==> config.mk <==
export PLATFORM = sky130hd
export DESIGN_NAME = bas_datapath
export DESIGN_NICKNAME = d
export VERILOG_FILES = /design/src/design/bas_pkg.sv /design/src/design/bas_datapath.sv
export VERILOG_INCLUDE_DIRS = /design/src /design/src/design
export SDC_FILE = /design/constraint.sdc
export NUM_CORES = 1
export LEC_CHECK = 0
export ABC_AREA = 1
export BUFFER_PORTS_ARGS = -buffer_cell sky130_fd_sc_hd__buf_2
export CORE_AREA = 5 5 207 209
export CTS_CLUSTER_DIAMETER = 80
export DETAILED_ROUTE_END_ITERATION = 10
export DIE_AREA = 0 0 212 214
export GPL_ROUTABILITY_DRIVEN = 0
export PLACE_DENSITY_LB_ADDON = 0.2
export SYNTH_ARGS = -nofsm -noshare
export SYNTH_HDL_FRONTEND = slang
export SYNTH_SLANG_ARGS = --single-unit
export TNS_END_PERCENT = 5
==> constraint.sdc <==
create_clock -name ref_clk_i -period 4 [get_ports ref_clk_i]
set_clock_uncertainty 0.2 [all_clocks]
set_input_delay 0.2 -clock ref_clk_i [delete_from_list [all_inputs] [get_ports ref_clk_i]]
set_output_delay 0.2 -clock ref_clk_i [all_outputs]
set_load 0.02 [all_outputs]
==> src/design/bas_defines.svh <==
// Constants for the byte add/subtract datapath
`ifndef BAS_DEFINES_SVH
`define BAS_DEFINES_SVH

// Widths
`define BAS_DW          8
`define BAS_AW          5
`define BAS_LW          9
`define BAS_NFILE       16

// Command timing
`define BAS_CLK_PERIOD_NS   4
`define BAS_CMD_PERIOD_NS   220
`define BAS_CMD_CYCLES      (`BAS_CMD_PERIOD_NS / `BAS_CLK_PERIOD_NS)

// c field bits of add and subtract
`define BAS_C_LINK      3
`define BAS_C_ONE       2
`define BAS_C_SELT      1
`define BAS_C_FLAGS     0
// c field bit that marks a set-I/O-mode control command
`define BAS_C_IOSET     3

// I/O modes
`define BAS_IO_SPACE    3'h3
`define BAS_IO_ACK      3'h5
`define BAS_IO_DIN      3'h6
`define BAS_IO_INEN     2

// Register bus offsets (files sit at 5'h00 to 5'h0f)
`define BAS_A_FILE_TOP  5'h0f
`define BAS_A_T         5'h10
`define BAS_A_N         5'h11
`define BAS_A_M         5'h12
`define BAS_A_LOC_LO    5'h13
`define BAS_A_LOC_HI    5'h14
`define BAS_A_STATUS    5'h15
`define BAS_A_IOCTL     5'h16

// Reset values
`define BAS_RST_BYTE    8'h00
`define BAS_RST_LOC     9'h000
`define BAS_RST_IO      3'h0

`endif

==> src/design/bas_pkg.sv <==
// Types shared by the byte add/subtract datapath
`include "bas_defines.svh"
package bas_pkg;
   typedef enum logic [1:0] {
      BAS_OP_NOP = 2'b00,
      BAS_OP_ADD = 2'b01,
      BAS_OP_SUB = 2'b10,
      BAS_OP_CTL = 2'b11
   } bas_op_t;

   typedef enum logic [2:0] {
      BAS_DST_NONE = 3'b000,
      BAS_DST_T    = 3'b001,
      BAS_DST_N    = 3'b010,
      BAS_DST_M    = 3'b011,
      BAS_DST_LOC  = 3'b100
   } bas_dst_t;

   typedef struct packed {
      bas_op_t    op;
      logic [3:0] f;
      logic       star;
      bas_dst_t   dst;
      logic [3:0] c;
   } bas_cmd_t;

   typedef struct packed {
      logic ovf;
      logic neg;
      logic zero;
   } bas_flags_t;

   typedef struct packed {
      logic                    wr;
      logic                    rd;
      logic [`BAS_AW-1:0]      addr;
      logic [`BAS_DW-1:0]      wdata;
   } bas_bus_req_t;

   typedef struct packed {
      logic [`BAS_NFILE-1:0][`BAS_DW-1:0] files;
      logic [`BAS_DW-1:0]      t;
      logic [`BAS_DW-1:0]      n;
      logic [`BAS_DW-1:0]      m;
      logic [`BAS_LW-1:0]      loc;
      logic                    link;
      bas_flags_t              flags;
      logic [2:0]              io_ctrl;
      logic                    tty_space;
      logic                    int_ack;
      logic                    din_strobe;
      logic [`BAS_DW-1:0]      in_meta;
      logic [`BAS_DW-1:0]      in_sync;
      logic [`BAS_DW-1:0]      rdata;
      logic                    done;
      logic                    err;
   } bas_state_t;
endpackage : bas_pkg

==> src/design/bas_datapath.sv <==
// Byte add/subtract datapath with I/O mode control and register port
`timescale 1ns/100ps
`include "bas_defines.svh"

module bas_datapath (
   input  wire logic                   ref_clk_i,
   input  wire logic                   resetn_i,
   input  wire logic                   cmd_valid_i,
   input  wire bas_pkg::bas_cmd_t      cmd_i,
   input  wire logic [`BAS_DW-1:0]     in_bus_i,
   input  wire bas_pkg::bas_bus_req_t  bus_i,
   output logic [`BAS_DW-1:0]          rdata_o,
   output logic                        done_o,
   output logic                        cmd_err_o,
   output logic                        link_o,
   output bas_pkg::bas_flags_t         flags_o,
   output logic [`BAS_DW-1:0]          t_bus_o,
   output logic [`BAS_LW-1:0]          loc_o,
   output logic [2:0]                  io_ctrl_o,
   output logic                        in_bus_en_flag_o,
   output logic                        data_input_strobe_o,
   output logic                        tty_space_o,
   output logic                        int_ack_o
);
   import bas_pkg::*;

   bas_state_t               cur_ff;
   bas_state_t               nxt_st;
   logic                     exec;
   logic                     is_sub;
   logic                     link_ctl;
   logic [`BAS_DW-1:0]       t_src;
   logic [`BAS_DW-1:0]       fval;
   logic [`BAS_DW-1:0]       opnd;
   logic                     cin;
   logic [`BAS_DW:0]         sum9;
   logic [`BAS_DW-1:0]       res;
   bas_flags_t               new_flags;

   // Register readback decode
   function automatic logic [`BAS_DW-1:0] reg_read(input bas_state_t s,
                                                    input logic [`BAS_AW-1:0] a);
      logic [`BAS_DW-1:0] v;
      v = `BAS_RST_BYTE;
      if (a <= `BAS_A_FILE_TOP) begin
         v = s.files[a[3:0]];
      end else begin
         case (a)
            `BAS_A_T:      v = s.t;
            `BAS_A_N:      v = s.n;
            `BAS_A_M:      v = s.m;
            `BAS_A_LOC_LO: v = s.loc[7:0];
            `BAS_A_LOC_HI: v = {7'h00, s.loc[8]};
            `BAS_A_STATUS: v = {4'h0, s.flags, s.link};
            `BAS_A_IOCTL:  v = {5'h00, s.io_ctrl};
            default:       v = `BAS_RST_BYTE;
         endcase
      end
      return v;
   endfunction : reg_read

   // Add and subtract share file selection and the refusal check
   function automatic logic is_arith(input bas_op_t o);
      return (o == BAS_OP_ADD) || (o == BAS_OP_SUB);
   endfunction : is_arith

   // Mode decode shared by the three I/O mode outputs
   function automatic logic mode_is(input logic [2:0] m, input logic [2:0] code);
      return m == code;
   endfunction : mode_is

   // File 0 holds no operand; such a command is refused
   assign exec     = cmd_valid_i && is_arith(cmd_i.op)
                     && (cmd_i.f != 4'h0);
   assign is_sub   = (cmd_i.op == BAS_OP_SUB);
   assign link_ctl = cmd_i.c[`BAS_C_LINK];
   assign fval     = cur_ff.files[cmd_i.f];

   // Only the synchronised copy of the input bus is looked at
   assign t_src = cur_ff.io_ctrl[`BAS_IO_INEN] ? cur_ff.in_sync : cur_ff.t;

   always_comb begin
      if (!is_sub) begin
         opnd = cmd_i.c[`BAS_C_SELT] ? t_src : 8'h00;
         if (cmd_i.c[`BAS_C_ONE]) begin
            cin = 1'b1;
         end else begin
            cin = link_ctl & cur_ff.link;
         end
      end else begin
         // No complemented input bus path exists, so select-T uses T even when the input bus is enabled
         opnd = cmd_i.c[`BAS_C_SELT] ? ~cur_ff.t : 8'hff;
         if (link_ctl) begin
            cin = cur_ff.link;
         end else begin
            cin = ~cmd_i.c[`BAS_C_ONE];
         end
      end
   end

   assign sum9 = {1'b0, fval} + {1'b0, opnd} + {8'h00, cin};
   assign res  = sum9[`BAS_DW-1:0];

   always_comb begin
      new_flags.neg  = res[`BAS_DW-1];
      new_flags.ovf  = (fval[`BAS_DW-1] == opnd[`BAS_DW-1]) &&
                       (res[`BAS_DW-1] != fval[`BAS_DW-1]);
      new_flags.zero = (res == 8'h00);
      if (link_ctl) begin
         // Linked zero test across bytes: zero may only fall
         new_flags.zero = (res == 8'h00) && cur_ff.flags.zero;
      end
   end

   always_comb begin
      nxt_st         = cur_ff;
      nxt_st.in_meta = in_bus_i;
      nxt_st.in_sync = cur_ff.in_meta;
      nxt_st.done    = 1'b0;
      nxt_st.err     = 1'b0;
      nxt_st.rdata   = bus_i.rd ? reg_read(cur_ff, bus_i.addr) : `BAS_RST_BYTE;

      // Register port writes; a same-cycle command overrides them below
      if (bus_i.wr) begin
         if (bus_i.addr <= `BAS_A_FILE_TOP) begin
            nxt_st.files[bus_i.addr[3:0]] = bus_i.wdata;
         end else begin
            case (bus_i.addr)
               `BAS_A_T:      nxt_st.t = bus_i.wdata;
               `BAS_A_N:      nxt_st.n = bus_i.wdata;
               `BAS_A_M:      nxt_st.m = bus_i.wdata;
               `BAS_A_LOC_LO: nxt_st.loc[7:0] = bus_i.wdata;
               `BAS_A_LOC_HI: nxt_st.loc[8] = bus_i.wdata[0];
               `BAS_A_STATUS: begin
                  nxt_st.flags = bus_i.wdata[3:1];
                  nxt_st.link  = bus_i.wdata[0];
               end
               default: nxt_st.rdata = nxt_st.rdata;
            endcase
         end
      end

      if (cmd_valid_i) begin
         nxt_st.done = 1'b1;
         nxt_st.err  = !exec && is_arith(cmd_i.op);
         nxt_st.loc  = cur_ff.loc + 9'h001;
      end

      if (exec) begin
         if (!cmd_i.star) begin
            nxt_st.files[cmd_i.f] = res;
         end
         nxt_st.link = sum9[`BAS_DW];
         if (cmd_i.c[`BAS_C_FLAGS]) begin
            nxt_st.flags = new_flags;
         end
         case (cmd_i.dst)
            BAS_DST_T:   nxt_st.t = res;
            BAS_DST_N:   nxt_st.n = res;
            BAS_DST_M:   nxt_st.m = res;
            BAS_DST_LOC: nxt_st.loc = {cur_ff.loc[8], res};
            default:     nxt_st.t = nxt_st.t;
         endcase
      end

      // I/O mode programmed at the end of the control command
      if (cmd_valid_i && cmd_i.op == BAS_OP_CTL && cmd_i.c[`BAS_C_IOSET]) begin
         nxt_st.io_ctrl = cmd_i.c[2:0];
      end
      nxt_st.tty_space  = mode_is(nxt_st.io_ctrl, `BAS_IO_SPACE);
      nxt_st.int_ack    = mode_is(nxt_st.io_ctrl, `BAS_IO_ACK);
      nxt_st.din_strobe = mode_is(nxt_st.io_ctrl, `BAS_IO_DIN);
   end

   always_ff @(posedge ref_clk_i or negedge resetn_i) begin
      if (!resetn_i) begin
         cur_ff <= '0;
      end else begin
         cur_ff <= nxt_st;
      end
   end

   assign rdata_o             = cur_ff.rdata;
   assign done_o              = cur_ff.done;
   assign cmd_err_o           = cur_ff.err;
   assign link_o              = cur_ff.link;
   assign flags_o             = cur_ff.flags;
   assign t_bus_o             = cur_ff.t;
   assign loc_o               = cur_ff.loc;
   assign io_ctrl_o           = cur_ff.io_ctrl;
   assign in_bus_en_flag_o    = cur_ff.io_ctrl[`BAS_IO_INEN];
   assign data_input_strobe_o = cur_ff.din_strobe;
   assign tty_space_o         = cur_ff.tty_space;
   assign int_ack_o           = cur_ff.int_ack;

   localparam int CMD_MAX = `BAS_CMD_CYCLES;
endmodule : bas_datapath

==> metrics.txt <==
delay-heaviest family, CP=buffers and inverters; Syn Area/Cell=7.303 sq um; Final Hold Violating Endpoints=0; Resize count post-CTS=0; Leakage=6.323 nW; post-synth cell types=39; vias post-DR=12,050; worst-path maximum fanout=17; Slew Limit Headroom=36.38%; Net Switching=3.229 mW; grt total ovfl=0; most used cell, CP=inv_1; Max Cap Viol=0; post-synth top area share=41.04%; fraction of layout cells with a size suffix above 1=11.23%; CP Capture Type=flip-flop; Post-synth EDFFs=0; Setup Buffers After CTS=0; CORE AREA=0.04065 sq mm; Synth async-reset ratio=100.0%; Yosys warning total=0; Worst-Skew Late Latency=470 ps; Power Dens Cells=562.9 mW/mm^2; num ports=78; global-route wire length before repair=75,110 um; DIE AREA=0.04537 sq mm; Slowest-stage cell, CP=dlygate4sd3_1; Sequential Power Share=40.5%; drt total wl=50,410 um; fmax=279.0 MHz; Max clock buf depth=2; Setup CP Type=primary input to flip-flop; vias in the first global route=11,380; syn nets=1,697; post-synth top area cell=dfrtp_1; Clock transition at path regs=80 ps; setup TNS=0 ps; Synth Instances=1,645; Final ANT Viol Nets=0; n_diodes=0; critical path launch point type=primary input; Seq cells post-synth=197; initial antenna violation count=1; worst hold-check path type=primary input to flip-flop; mapped cell area=0.01201 sq mm; post-DP HPWL=35,510 um; IO buf count=77; initial drt markers=1,445; sequential cell area fraction in the yosys report=41.04%; TritonCTS clock tree=built; DRT Pass-1 Iters=6; worst path required time=4110 ps; Combinational Power Share=35.6%; # nets final=1,722; sw frac=42.42%; Area Growth Syn to Fin=12.60%; most common cell after layout, fill and taps aside=nand2_1; initial core utilization=29.55%; Final WS setup=415.6 ps; Die Wd=212 um; WP buf/inv=6; Main synth FF type=dfrtp_1; # setup viols final=0; htree depth=4; overall routing resource usage=21.74%; most frequent cells in the layout=nand2_1 (409), o21ai_0 (281), dfrtp_1 (197), inv_1 (129), o22ai_1 (89); outcome=finished, final reports clean; Max stage delay on crit path=530 ps; largest net degree at the start of global routing=63; Final Power=7.614 mW; Tcrit/Tclk final=89.61%; Max Slew Vio Count=0; routed wire length per instance=22.76 um; RSZ-0062 raised after global routing=no; critical path arrival=3690 ps; Worst VDD drop=0.0002494 V; clock share of power=24.0%; top post-synthesis cells by area=dfrtp_1 (41%), nand2_1 (13%), o21ai_0 (12%); DP Worst Slack=419.0 ps; CTS sink cnt=197; Tightest Pin Transition=953.2 ps; post-DR vias/cell=5.440; final period demand of the worst path=3584 ps; Num CTS Buffers=17; Residual DRC=0; CP Cell Sequence=dlygate4sd3_1, buf_2, ha_1, nor2_1, o21ai_0, o21ai_0, inv_1, fa_1, fa_1, inv_1, nand2_1, nand3_1, nand2_1, inv_1, buf_4, a31oi_1; hold_buf cts=24; Cell Rows=74; Internal=4.384 mW; Die Y-Extent=214 um; CTS Root Buffer Type=clkbuf_16
## per-layer routing
layer | share of wire (%) | routed length, um | track usage (%)
met5 | 0.026 | 13 | 0
met3 | 6.7 | 3377 | 3.848
met2 | 46 | 23140 | 34.25
met1 | 44 | 22220 | 30.07
met4 | 3.3 | 1663 | 7.623
## logic make-up after synthesis
family / synth area share [%]
simple gates: 20.57
compound gates: 27.12
buf+inv: 9.895
flops: 41.04
fa+ha+maj: 1.375
## synthesized netlist by cell type, types with 9 or more instances
master,instances
a21oi_1,55
a22o_1,14
a31oi_1,18
buf_2,23
buf_4,33
clkbuf_1,61
dfrtp_1,197
ha_1,10
inv_1,129
inv_2,9
nand2_1,409
nand3_1,49
nand4_1,12
nor2_1,88
nor3_1,9
o211ai_1,38
o21ai_0,281
o21ai_1,57
o21ai_2,12
o22ai_1,89
## path summary, 6_finish.rpt
check	slack [ps]	from	to	cells after the start
worst max-delay path	420	cmd_i[13]	cur_ff[145]	16
worst min-delay path	40	cmd_i[7]	cur_ff[155]	3
worst max register to register	550	io_ctrl_o[2]	cur_ff[145]	13
worst min register to register	150	cur_ff[20]	cur_ff[12]	0
max in group asynchronous	2530	resetn_i	t_bus_o[0]	3
min in group asynchronous	100	resetn_i	cur_ff[138]	2
## worst register-to-register path: stages (launching register included)
cell	delay [ps]
dfrtp_1	530
inv_1	320
o21ai_0	190
o21ai_0	180
inv_1	100
fa_1	440
fa_1	450
inv_1	110
nand2_1	80
nand3_1	70
nand2_1	130
inv_1	80
buf_4	270
a31oi_1	130
## area by class of cell
| class | count | area, sq um |
|---|---|---|
| fill | 4352 | 27120 |
| multi-input combinational | 1181 | 5894 |
| sequential | 197 | 4930 |
| timing repair buffer | 134 | 908.4 |
| tap | 532 | 665.6 |
| inverter | 139 | 524.3 |
| clock buffer | 17 | 425.4 |
| clock inverter | 15 | 178.9 |
## flip-flops by register name, indices dropped and copies added, names as in the netlist
register             cells
cur_ff                 160
loc_o                    9
rdata_o                  8
t_bus_o                  8
flags_o                  3
io_ctrl_o                3
cmd_err_o                1
data_input_strobe_o      1
done_o                   1
int_ack_o                1
link_o                   1
tty_space_o              1
## power by group through the flow
| stage | combinational [mW] | clock (mW) | sequential, mW |
|---|---|---|---|
| after floorplan | 1.82 | 0 | 2.90 |
| after global routing | 2.99 | 1.93 | 3.14 |
| after global placement | 2.63 | 0 | 3.11 |
| final | 2.71 | 1.82 | 3.08 |
| after CTS | 2.68 | 1.86 | 3.07 |
| after detailed placement | 2.65 | 0 | 3.11 |
## per-stage QoR
| step | util [%] | instances | cell area [sq um] | hold slack, ps |
|---|---|---|---|---|
| floorplan | - | 1645 | 12010 | -295.6 |
| global placement | 31.20 | 2159 | 12680 | 2.308 |
| detailed placement | 31.20 | 2159 | 12680 | 2.340 |
| CTS | 33.28 | 2215 | 13530 | 18.89 |
| global route | 33.28 | 2215 | 13530 | 40.45 |
| finish | 33.28 | 2215 | 13530 | 36.96 |
Note: power is estimated with default switching activity, not from simulation.
